[config.mk]
export PLATFORM = sky130hd
export DESIGN_NAME = psc_top
export DESIGN_NICKNAME = d
export VERILOG_FILES = /design/src/psc_pkg.sv /design/src/psc_irq.sv /design/src/psc_sync.sv /design/src/psc_top.sv
export SDC_FILE = /design/constraint.sdc
export NUM_CORES = 1
export LEC_CHECK = 0
export BUFFER_PORTS_ARGS = -buffer_cell sky130_fd_sc_hd__buf_4
export CORE_MARGIN = 2
export CORE_UTILIZATION = 35
export CTS_CLUSTER_DIAMETER = 200
export DETAILED_ROUTE_END_ITERATION = 10
export PLACE_DENSITY = 0.66
export SLEW_MARGIN = 20
export SYNTH_ARGS = -nofsm -noshare
export SYNTH_HDL_FRONTEND = slang
export SYNTH_SLANG_ARGS = --single-unit
[constraint.sdc]
create_clock -name clk -period 2.48 [get_ports clk]
set_input_delay 0.496 -clock clk [delete_from_list [all_inputs] [get_ports clk]]
set_output_delay 0.496 -clock clk [all_outputs]
set_load 0.02 [all_outputs]
[src/psc_pkg.sv]
// Purpose: Shared constants for the parallel slave port control block
// Assumes: APB slave with 32-bit data, one aligned word per register
// Notes:   Byte offsets, field positions and reset values live here
`default_nettype none
package psc_pkg;
  localparam int unsigned ADDR_W = 8;
  localparam int unsigned DATA_W = 32;
  localparam int unsigned PIN_W  = 3;
  localparam int unsigned BYTE_W = 8;
  localparam int unsigned IRQ_W  = 2;

  // Register byte offsets
  localparam logic [7:0] OFF_CTRL   = 8'h00;
  localparam logic [7:0] OFF_LATCH  = 8'h04;
  localparam logic [7:0] OFF_PORTIN = 8'h08;
  localparam logic [7:0] OFF_DATA   = 8'h0C;
  localparam logic [7:0] OFF_ANALOG = 8'h10;
  localparam logic [7:0] OFF_ISTAT  = 8'h14;
  localparam logic [7:0] OFF_IMASK  = 8'h18;

  // Fields of control_port_direction_status
  localparam int unsigned BIT_IBF  = 7;
  localparam int unsigned BIT_OBF  = 6;
  localparam int unsigned BIT_OVF  = 5;
  localparam int unsigned BIT_MODE = 4;
  localparam int unsigned BIT_DIRH = 2;

  // Interrupt status bits
  localparam int unsigned IRQ_PORT = 0;
  localparam int unsigned IRQ_OVF  = 1;

  // Roles of the three control pins in slave mode
  localparam int unsigned PIN_RD = 0;
  localparam int unsigned PIN_WR = 1;
  localparam int unsigned PIN_CS = 2;

  // Values after reset
  localparam logic [2:0] RST_DIR    = 3'h7;
  localparam logic [2:0] RST_ANALOG = 3'h7;
  localparam logic [2:0] RST_LATCH  = 3'h0;
  localparam logic [7:0] RST_BYTE   = 8'h00;
  localparam logic [1:0] RST_IRQ    = 2'h0;
endpackage
`default_nettype wire

[src/psc_irq.sv]
// Purpose: Sticky interrupt status with mask and one level output
// Assumes: Events are one-cycle pulses on clk
// Notes:   Write one to clear; an event in the clearing cycle wins
`default_nettype none
`timescale 1ns/1ps
module psc_irq #(
  parameter int unsigned W = 2
) (
  input  wire logic         clk,
  input  wire logic         rstn,
  input  wire logic [W-1:0] ev,
  input  wire logic         wr_stat,
  input  wire logic         wr_mask,
  input  wire logic [W-1:0] wdata,
  output logic      [W-1:0] stat_q,
  output logic      [W-1:0] mask_q,
  output logic              irq_q
);
  always_ff @(posedge clk or negedge rstn)
  begin
    if (!rstn)
      stat_q <= '0;
    else
      stat_q <= (stat_q & ~(wr_stat ? wdata : '0)) | ev;
  end

  always_ff @(posedge clk or negedge rstn)
  begin
    if (!rstn)
      mask_q <= '0;
    else if (wr_mask)
      mask_q <= wdata;
  end

  always_ff @(posedge clk or negedge rstn)
  begin
    if (!rstn)
      irq_q <= 1'b0;
    else
      irq_q <= |(stat_q & mask_q);
  end
endmodule
`default_nettype wire

[src/psc_sync.sv]
// Purpose: Two-flop synchroniser for a group of pin inputs
// Assumes: Inputs asynchronous to clk
// Notes:   First stage is read only by the second stage
`default_nettype none
`timescale 1ns/1ps
module psc_sync #(
  parameter int unsigned W = 1,
  parameter logic [W-1:0] RST = '0
) (
  input  wire logic         clk,
  input  wire logic         rstn,
  input  wire logic [W-1:0] d,
  output logic      [W-1:0] q
);
  logic [W-1:0] meta_q;

  always_ff @(posedge clk or negedge rstn)
  begin
    if (!rstn)
    begin
      meta_q <= RST;
      q      <= RST;
    end
    else
    begin
      meta_q <= d;
      q      <= meta_q;
    end
  end
endmodule
`default_nettype wire

[src/psc_top.sv]
// Purpose: Control and status of an 8-bit parallel slave port
// Assumes: 10 MHz clk, APB register access, pins asynchronous
// Notes:   Strobes are seen one to two clocks after the pins move
// What this block does
// - Input-full is set by an unread external write, cleared when read.
// - Output-full stays set until the external master reads the byte.
// - Overflow sets on a write over an unread byte; only software clears.
// - Slave mode bit 1 gives the slave port, 0 gives general I/O.
// - A direction bit of 1 means input, 0 output; all reset to 1.
// - Bit 3 reads zero, full flags read-only, overflow and mode writable.
// - An output pin is driven from its latch even if set analog.
// - An input pin reaches the input register only when digital.
// - In slave mode pin 0 is the active-low read strobe.
// - In slave mode pin 1 is the active-low write strobe.
// - In slave mode pin 2 is the active-low chip select.
// - Control pins reset to analog channels five to seven.
// - A write ends when select or strobe rises, setting port and full flags.
// - Select and read low drive the data latch out and clear output-full.
// - Select or read high releases the data pins and sets the port flag.
// - Slave mode acts only while the PWM unit is not in multi-output mode.
//
// The APB register port and the register offsets are this design's own decisions.
`default_nettype none
`timescale 1ns/1ps
module psc_top (
  input  wire logic                        clk,
  input  wire logic                        rstn,
  input  wire logic                        psel,
  input  wire logic                        penable,
  input  wire logic                        pwrite,
  input  wire logic [psc_pkg::ADDR_W-1:0]  paddr,
  input  wire logic [psc_pkg::DATA_W-1:0]  pwdata,
  output logic      [psc_pkg::DATA_W-1:0]  prdata,
  output logic                             pready,
  output logic                             pslverr,
  input  wire logic                        pwm_multi_out,
  input  wire logic [psc_pkg::PIN_W-1:0]   control_pin_in,
  output logic      [psc_pkg::PIN_W-1:0]   control_pin_out,
  output logic      [psc_pkg::PIN_W-1:0]   control_pin_oe,
  input  wire logic [psc_pkg::BYTE_W-1:0]  slave_data_port_in,
  output logic      [psc_pkg::BYTE_W-1:0]  slave_data_port_out,
  output logic                             slave_data_port_oe,
  output logic                             irq
);
  logic [2:0] dir_q;
  logic [2:0] analog_q;
  logic [2:0] latch_q;
  logic [2:0] port_in_q;
  logic       mode_q;
  logic       ibf_q;
  logic       obf_q;
  logic       ovf_q;
  logic [7:0] in_buf_q;
  logic [7:0] out_byte_q;
  logic [2:0] pin_s;
  logic [7:0] data_s;
  logic       rd_act;
  logic       wr_act;
  logic       rd_act_q;
  logic       wr_act_q;
  logic       slave_on;
  logic       strobes_ok;
  logic       wr_end;
  logic       rd_start;
  logic       rd_end;
  logic       acc;
  logic       wr;
  logic       rd;
  logic [7:0] ctrl_rd;
  logic [1:0] istat;
  logic [1:0] imask;
  logic [31:0] rdata;
  logic        mapped;

  psc_sync #(.W(psc_pkg::PIN_W), .RST(3'h7)) u_sync_pin (
    .clk  (clk),
    .rstn (rstn),
    .d    (control_pin_in),
    .q    (pin_s)
  );

  psc_sync #(.W(psc_pkg::BYTE_W), .RST(8'h00)) u_sync_data (
    .clk  (clk),
    .rstn (rstn),
    .d    (slave_data_port_in),
    .q    (data_s)
  );

  // Mode bit is stored as written but gated by the PWM state
  assign slave_on   = mode_q & ~pwm_multi_out;
  // Strobes only count once pins are digital inputs
  assign strobes_ok = slave_on & (&dir_q) & ~(|analog_q);
  assign rd_act = strobes_ok & ~pin_s[psc_pkg::PIN_CS]
                  & ~pin_s[psc_pkg::PIN_RD];
  assign wr_act = strobes_ok & ~pin_s[psc_pkg::PIN_CS]
                  & ~pin_s[psc_pkg::PIN_WR];
  assign wr_end   = wr_act_q & ~wr_act;
  assign rd_start = rd_act & ~rd_act_q;
  assign rd_end   = rd_act_q & ~rd_act;

  always_ff @(posedge clk or negedge rstn)
  begin
    if (!rstn)
    begin
      rd_act_q <= 1'b0;
      wr_act_q <= 1'b0;
    end
    else
    begin
      rd_act_q <= rd_act;
      wr_act_q <= wr_act;
    end
  end

  // APB: one wait state, then the access completes
  assign acc = psel & penable & pready;
  assign wr  = acc & pwrite;
  assign rd  = acc & ~pwrite;

  always_comb
  begin
    mapped = 1'b1;
    rdata  = 32'h0000_0000;
    unique case (paddr)
      psc_pkg::OFF_CTRL:   rdata[7:0] = ctrl_rd;
      psc_pkg::OFF_LATCH:  rdata[2:0] = latch_q;
      psc_pkg::OFF_PORTIN: rdata[2:0] = port_in_q;
      psc_pkg::OFF_DATA:   rdata[7:0] = in_buf_q;
      psc_pkg::OFF_ANALOG: rdata[2:0] = analog_q;
      psc_pkg::OFF_ISTAT:  rdata[1:0] = istat;
      psc_pkg::OFF_IMASK:  rdata[1:0] = imask;
      default:             mapped     = 1'b0;
    endcase
  end

  assign ctrl_rd = {ibf_q, obf_q, ovf_q, mode_q, 1'b0, dir_q};

  always_ff @(posedge clk or negedge rstn)
  begin
    if (!rstn)
    begin
      pready  <= 1'b0;
      pslverr <= 1'b0;
      prdata  <= 32'h0000_0000;
    end
    else
    begin
      pready  <= psel & penable & ~pready;
      pslverr <= psel & penable & ~pready & ~mapped;
      if (psel & penable & ~pready & ~pwrite)
        prdata <= rdata;
    end
  end

  always_ff @(posedge clk or negedge rstn)
  begin
    if (!rstn)
    begin
      mode_q   <= 1'b0;
      dir_q    <= psc_pkg::RST_DIR;
      analog_q <= psc_pkg::RST_ANALOG;
      latch_q  <= psc_pkg::RST_LATCH;
    end
    else if (wr)
    begin
      if (paddr == psc_pkg::OFF_CTRL)
      begin
        mode_q <= pwdata[psc_pkg::BIT_MODE];
        dir_q  <= pwdata[psc_pkg::BIT_DIRH:0];
      end
      if (paddr == psc_pkg::OFF_ANALOG)
        analog_q <= pwdata[2:0];
      if (paddr == psc_pkg::OFF_LATCH)
        latch_q <= pwdata[2:0];
    end
  end

  // Receive side; an overflowing byte is dropped, the unread one kept
  always_ff @(posedge clk or negedge rstn)
  begin
    if (!rstn)
    begin
      ibf_q    <= 1'b0;
      in_buf_q <= psc_pkg::RST_BYTE;
    end
    else if (wr_end)
    begin
      ibf_q <= 1'b1;
      if (!ibf_q)
        in_buf_q <= data_s;
    end
    else if (rd && paddr == psc_pkg::OFF_DATA)
      ibf_q <= 1'b0;
  end

  always_ff @(posedge clk or negedge rstn)
  begin
    if (!rstn)
      ovf_q <= 1'b0;
    else if (wr_end && ibf_q)
      ovf_q <= 1'b1;
    else if (wr && paddr == psc_pkg::OFF_CTRL)
      ovf_q <= pwdata[psc_pkg::BIT_OVF];
  end

  // A CPU write during an active read goes out at once, flag stays clear
  always_ff @(posedge clk or negedge rstn)
  begin
    if (!rstn)
    begin
      obf_q      <= 1'b0;
      out_byte_q <= psc_pkg::RST_BYTE;
    end
    else
    begin
      if (wr && paddr == psc_pkg::OFF_DATA)
        out_byte_q <= pwdata[7:0];
      if (rd_start)
        obf_q <= 1'b0;
      else if (wr && paddr == psc_pkg::OFF_DATA && !rd_act)
        obf_q <= 1'b1;
    end
  end

  always_ff @(posedge clk or negedge rstn)
  begin
    if (!rstn)
    begin
      slave_data_port_oe  <= 1'b0;
      slave_data_port_out <= psc_pkg::RST_BYTE;
    end
    else
    begin
      slave_data_port_oe  <= rd_act;
      slave_data_port_out <= (wr && paddr == psc_pkg::OFF_DATA) ?
                             pwdata[7:0] : out_byte_q;
    end
  end

  always_ff @(posedge clk or negedge rstn)
  begin
    if (!rstn)
    begin
      control_pin_oe  <= 3'h0;
      control_pin_out <= psc_pkg::RST_LATCH;
      port_in_q       <= 3'h0;
    end
    else
    begin
      control_pin_oe  <= ~dir_q;
      control_pin_out <= latch_q;
      port_in_q       <= pin_s & dir_q & ~analog_q;
    end
  end

  psc_irq #(.W(psc_pkg::IRQ_W)) u_irq (
    .clk     (clk),
    .rstn    (rstn),
    .ev      ({wr_end & ibf_q, wr_end | rd_end}),
    .wr_stat (wr && paddr == psc_pkg::OFF_ISTAT),
    .wr_mask (wr && paddr == psc_pkg::OFF_IMASK),
    .wdata   (pwdata[1:0]),
    .stat_q  (istat),
    .mask_q  (imask),
    .irq_q   (irq)
  );
endmodule
`default_nettype wire
==> impl_metrics.env, run 1 <==
export IMPL_coreArea_sq_mm=0.00864
export IMPL_synth_top_family_by_area="multiplexers"
export IMPL_area_growth_pct=23.6
export IMPL_drv_cap=0
export IMPL_yosysSeqAreaShare_pct=63.1
export IMPL_place_hpwl_mm=4.20
export IMPL_synth_area_top_cells="dfrtp_1, dfstp_2, mux2_2"
export IMPL_gr_usage_all_layers_pct=13.0
export IMPL_clock_fmax_mhz=465
export IMPL_netSwitchingFraction_pct=24.2
export IMPL_tritoncts="yes"
export IMPL_slew_violations=0
export IMPL_peakVddDrop_mv=0.302
export IMPL_finalWorstSetupSlack_ns=0.330
export IMPL_nNetsFinal=356
export IMPL_drcViolationCount=0
export IMPL_synth_compound_area_share_pct=6.39
export IMPL_clockBufferDepth=2
export IMPL_tightest_slew_ns=0.713
export IMPL_hp_class="in -> async"
export IMPL_post_route_cell_area_sq_mm=0.00380
export IMPL_clk_pin_slew_ns=0.08
export IMPL_start_util_pct=35.6
export IMPL_num_rows=34
export IMPL_seqCellArea_sq_mm=0.00194
export IMPL_slew_headroom_pct=52.4
export IMPL_ant_nets=0
export IMPL_synth_top_cell_by_area="dfrtp_1"
export IMPL_cts_sinks=77
export IMPL_grt_max_degree=51
export IMPL_end_kind="flop"
export IMPL_rr_worst_depth=4
export IMPL_root_buffer="clkbuf_8"
export IMPL_syn_area_sq_mm=0.00308
export IMPL_post_synth_cell_area_avg_sq_um=13.3
export IMPL_die_x_um=97.7
export IMPL_switchingPower_mw=0.612
export IMPL_ios=107
export IMPL_p_seq_share_pct=52.5
export IMPL_port_buffers=58
export IMPL_drt_iter0_markers=102
export IMPL_place_congestion=0.816
export IMPL_grt_antenna_before_repair=0
export IMPL_place_area_sq_mm=0.00359
export IMPL_vias=1888
export IMPL_yosys_area_share_simple_pct=10.8
export IMPL_drt_pass1_iter_count=4
export IMPL_vias_per_cell=4.58
export IMPL_p_clk_share_pct=38.4
export IMPL_rr_endpoint="in_buf_q[5]"
export IMPL_synth_area_mux_share_pct=11.9
export IMPL_synth_most_common_cell="dfrtp_1"
export IMPL_routed_wl_mm=5.82
export IMPL_cts_made_buffers=9
export IMPL_internal_power_mw=1.91
export IMPL_grt_setup_unrepaired="no"
export IMPL_cp_start_kind="flop"
export IMPL_drive_gt1_share_pct=40.8
export IMPL_synthAdderAreaFrac_pct=0
export IMPL_combPwrFrac_pct=9.1
export IMPL_powerDensity_mw_per_mm2=664
export IMPL_period_share_pct=86.7
export IMPL_critPathArrivalTime_ns=2.38
export IMPL_setup_tns_ns=0
export IMPL_num_fill_cells=793
export IMPL_async_reset_ff_share_pct=100
export IMPL_critical_path_peak_fanout=8
export IMPL_synthCells=232
export IMPL_holdBufCountCts=0
export IMPL_reg2reg_from="analog_q[2]"
export IMPL_grt_pass1_vias=1864
export IMPL_diodes=0
export IMPL_grt_pass1_wl_mm=9.46
export IMPL_p_leak_nw=1.86
export IMPL_post_cts_buffers=0
export IMPL_netlist_area_leader_share_pct=52.9
export IMPL_worstPathRequired_ns=2.71
export IMPL_pre_cts_ws_ns=0.169
export IMPL_synth_common_cells="dfrtp_1, mux2_2, buf_4, nand2_1"
export IMPL_cts_resized=0
export IMPL_finalHoldViolations=0
export IMPL_rrSetupSlack_ns=0.33
export IMPL_wire_per_inst_um=14.1
export IMPL_fp_dieArea_sq_mm=0.00955
export IMPL_globalRouteOverflowTotal=0
export IMPL_synth_edf_count=0
export IMPL_synth_distinct_cells=41
export IMPL_synthFlopType="dfrtp_1"
export IMPL_skew_ns=0.00703
export IMPL_critPathKind="reg -> reg"
export IMPL_status="finished clean"
export IMPL_h_tree_depth=3
export IMPL_setup_viol=0
export IMPL_synth_warnings=0
export IMPL_die_h_um=97.7
export IMPL_multi_input_area_sq_um=985
export IMPL_insertion_delay_ns=0.35
export IMPL_synth_seq_cells=77
export IMPL_period_needed_ns=2.15
export IMPL_synth_xor_area_share_pct=0
through the flow:
| step | hold slack, ns | total power [mW] | utilization, % | instances |
|---|---|---|---|---|
| after detailed placement | 0.335 | 1.58 | 41.6 | 396 |
| after floorplan | 0.200 | 1.48 | - | 255 |
| after CTS | 0.0482 | 2.57 | 44.0 | 412 |
| after global routing | 0.0645 | 2.65 | 44.0 | 412 |
| final | 0.0584 | 2.52 | 44.0 | 412 |
| after global placement | 0.332 | 1.58 | 41.6 | 396 |
placed cells by master, fill, tap and decap left out, types with 4 or more instances in the layout:
cell / count
nor2_1: 12
conb_1: 24
a22oi_1: 5
mux2i_1: 4
mux2_2: 26
clkbuf_8: 11
o21ai_0: 4
a21oi_1: 7
dfstp_2: 12
dfrtp_1: 65
buf_4: 61
nor3_1: 5
nand2_1: 13
inv_1: 8
layout make-up:
class	count	area share, %
Clock buffer	11	3.98
Inverter	8	0.790
Sequential cell	77	51.1
Tap cell	108	3.56
Timing Repair Buffer	63	13.1
Clock inverter	5	1.55
Multi-Input combinational cell	140	25.9
flip-flops by register name, indices dropped and copies added, names as in the netlist, 8 cells and up:
| signal | flops |
|---|---|
| in_buf_q | 8 |
| prdata | 8 |
| slave_data_port_out | 8 |
| u_sync_data.meta_q | 8 |
| u_sync_data.q | 8 |
worst max-delay path by stage:
stage	slack (ns)	to	cells past startpoint	startpoint
6_report	0.33	in_buf_q[5]	4	analog_q[2]
5_1_grt	0.18	in_buf_q[6]	4	analog_q[0]
4_1_cts	0.29	in_buf_q[5]	4	analog_q[1]
3_5_place_dp	0.17	latch_q[1]	4	paddr[4]
3_3_place_gp	0.21	latch_q[1]	4	paddr[4]
2_1_floorplan	0.31	slave_data_port_out[0]	5	paddr[4]
routing by layer:
metal | global-route usage, % | vias to the layer above | part of all wire, %
li1 | - | 900 | -
met4 | 5.13 | 0 | 1.4
met2 | 20.3 | 58 | 49
met3 | 4.44 | 9 | 5.5
met1 | 16.7 | 921 | 44
met5 | 0 | - | 0
power by group through the flow:
| stage | Combinational (mW) | Sequential (mW) | Clock, mW |
|---|---|---|---|
| global route | 0.251 | 1.33 | 1.07 |
| floorplan | 0.112 | 1.37 | 0 |
| detailed placement | 0.233 | 1.35 | 0 |
| global placement | 0.229 | 1.35 | 0 |
| finish | 0.229 | 1.32 | 0.969 |
| CTS | 0.233 | 1.33 | 1.02 |
worst max-delay path: stages (launching register included):
cell	delay, ns
dfstp_2	0.55
nand4bb_1	0.18
o41a_1	0.28
nor2b_1	0.62
mux2_2	0.41
kinds of logic after synthesis:
kind of cell / after synthesis
multiplexers: 32
other: 1
AND/OR/NAND/NOR: 56
flip-flops: 77
AO/OA/AOI/OAI: 28
buffers and inverters: 38
(Power assumes the default switching activity.)
==> inputs of run 2 (changes only) <==
Settings changed: SLEW_MARGIN 20 to 30, SYNTH_HIERARCHICAL from default to 1.
==> impl_metrics.env, run 2 <==
export IMPL_critical_path_peak_fanout=8
export IMPL_wire_per_inst_um=14.8
export IMPL_period_share_pct=82.2
export IMPL_finalHoldViolations=0
export IMPL_coreArea_sq_mm=0.00872
export IMPL_post_cts_buffers=0
export IMPL_post_synth_cell_area_avg_sq_um=13.1
export IMPL_crit_chain="and4bb_2 > a41oi_1 > nor2b_1 > buf_4 > mux2_2"
export IMPL_synth_common_cells="dfrtp_1, mux2_2, buf_4, nor2_1, dfstp_2"
export IMPL_place_area_sq_mm=0.00366
export IMPL_end_kind="flop"
export IMPL_grt_setup_unrepaired="no"
export IMPL_critPathArrivalTime_ns=2.27
export IMPL_vias=1984
export IMPL_stdcell_count=420
export IMPL_netlist_area_leader_share_pct=51.6
export IMPL_area_growth_pct=22.8
export IMPL_status="finished clean"
export IMPL_hp_class="in -> async"
export IMPL_final_common_cell="dfrtp_1"
export IMPL_worstPathRequired_ns=2.71
export IMPL_top_layer_used="met4"
export IMPL_start_util_pct=36.1
export IMPL_root_buffer="clkbuf_8"
export IMPL_drive_gt1_share_pct=40.7
export IMPL_cts_resized=0
export IMPL_cts_made_buffers=9
export IMPL_slew_headroom_pct=60.1
export IMPL_yosysSeqAreaShare_pct=61.6
export IMPL_slew_violations=0
export IMPL_diodes=0
export IMPL_synth_top_cell_by_area="dfrtp_1"
export IMPL_port_buffers=58
export IMPL_p_leak_nw=1.87
export IMPL_clk_pin_slew_ns=0.08
export IMPL_synthFlopType="dfrtp_1"
export IMPL_peakVddDrop_mv=0.299
export IMPL_drt_pass1_iter_count=4
export IMPL_insertion_delay_ns=0.35
export IMPL_synth_edf_count=0
export IMPL_post_route_cell_area_sq_mm=0.00387
export IMPL_setup_viol=0
export IMPL_gr_usage_all_layers_pct=13.5
export IMPL_h_tree_depth=3
export IMPL_place_congestion=0.856
export IMPL_tritoncts="yes"
export IMPL_synth_warnings=6
export IMPL_wl_met2_mm=3.01
export IMPL_ant_nets=0
export IMPL_grt_pass1_vias=1997
export IMPL_holdBufCountCts=0
export IMPL_ios=107
export IMPL_fp_dieArea_sq_mm=0.00978
export IMPL_met3_length_um=360
export IMPL_synth_distinct_cells=48
export IMPL_die_x_um=98.9
export IMPL_synth_area_top_cells="dfrtp_1, dfstp_2, mux2_2"
export IMPL_tightest_slew_ns=0.598
export IMPL_synth_seq_cells=77
export IMPL_setup_tns_ns=0
export IMPL_vias_per_cell=4.72
export IMPL_period_needed_ns=2.04
export IMPL_clockBufferDepth=2
export IMPL_critPathKind="reg -> reg"
export IMPL_die_h_um=98.9
export IMPL_cts_sinks=77
export IMPL_syn_area_sq_mm=0.00315
export IMPL_powerDensity_mw_per_mm2=663
export IMPL_grt_pass1_wl_mm=10.2
export IMPL_globalRouteOverflowTotal=0
export IMPL_place_hpwl_mm=4.42
export IMPL_grt_max_degree=48
export IMPL_place_inst=405
export IMPL_drcViolationCount=0
export IMPL_wl_met1_mm=2.73
export IMPL_nNetsFinal=365
export IMPL_num_rows=34
export IMPL_crit_path_top_delay_cell="dfstp_2"
export IMPL_cp_start_kind="flop"
export IMPL_async_reset_ff_share_pct=100
export IMPL_routed_wl_mm=6.22
export IMPL_clock_fmax_mhz=490
export IMPL_grt_antenna_before_repair=0
export IMPL_drv_cap=0
export IMPL_cp_slowest_stage_delay_ns=0.57
export IMPL_final_cell_mix="dfrtp_1, buf_4, mux2_2"
export IMPL_synthCells=240
export IMPL_drt_iter0_markers=74
export IMPL_synth_most_common_cell="dfrtp_1"
export IMPL_skew_ns=0.0122
[run 2: cells by family after synthesis]
| family | Yosys count | synth area share [%] |
|---|---|---|
| flip-flops | 77 | 61.6 |
| multiplexers | 29 | 10.5 |
| AND/OR/NAND/NOR | 61 | 12.9 |
| AO/OA/AOI/OAI | 33 | 7.31 |
| other | 1 | 0.119 |
| buffers and inverters | 39 | 7.54 |
[run 2: final cells by class]
| class | instances | area [sq um] |
|---|---|---|
| fill | 810 | 4850 |
| sequential | 77 | 1940 |
| multi-input combinational | 147 | 1060 |
| timing repair buffer | 63 | 485 |
| tap | 108 | 135 |
| clock buffer | 9 | 124 |
| clock inverter | 6 | 88.8 |
| inverter | 10 | 37.5 |
[run 2: where the power goes]
group	internal [mW]	leakage, nW	switching (mW)
sequential	1.30	0.967	0.0180
clock	0.561	0.101	0.460
combinational	0.0855	0.807	0.141
total	1.95	1.87	0.620
[run 2: through the flow]
stage          hold slack (ns)  setup slack (ns)  total power, mW  utilization (%)
2_1_floorplan            0.200             0.612             1.48                -
3_3_place_gp             0.334             0.324             1.57             42.0
3_5_place_dp             0.335             0.312             1.57             42.0
4_1_cts                  0.159             0.433             2.60             44.4
5_1_grt                  0.200             0.373             2.69             44.4
6_report                 0.160             0.441             2.57             44.4
[run 2: final timing paths]
| check | from | cells after the start | end | slack (ns) |
|---|---|---|---|---|
| worst max-delay path | analog_q[2] | 5 | in_buf_q[1] | 0.44 |
| worst min-delay path | rstn | 1 | slave_data_port_out[7] | 0.16 |
| max in group asynchronous | rstn | 2 | dir_q[2] | 1.68 |
| min in group clk | slave_data_port_in[3] | 1 | u_sync_data/meta_q[3] | 0.25 |
| worst max register to register | analog_q[2] | 5 | in_buf_q[1] | 0.44 |
| worst min register to register | u_sync_data/meta_q[3] | 0 | u_sync_data/q[3] | 0.35 |
[run 2: routing by layer]
metal,up-vias,global-route usage (%)
li1,931,-
met1,979,17.8
met2,64,21.1
met3,10,3.62
met4,0,5.90
met5,-,0
[run 2: critical path, delay by kind of cell (launching register included)]
family / cells / cell delay (ns)
flops: 1 / 0.57
compound gates: 1 / 0.39
buf+inv: 1 / 0.18
simple gates: 2 / 0.45
mux: 1 / 0.34
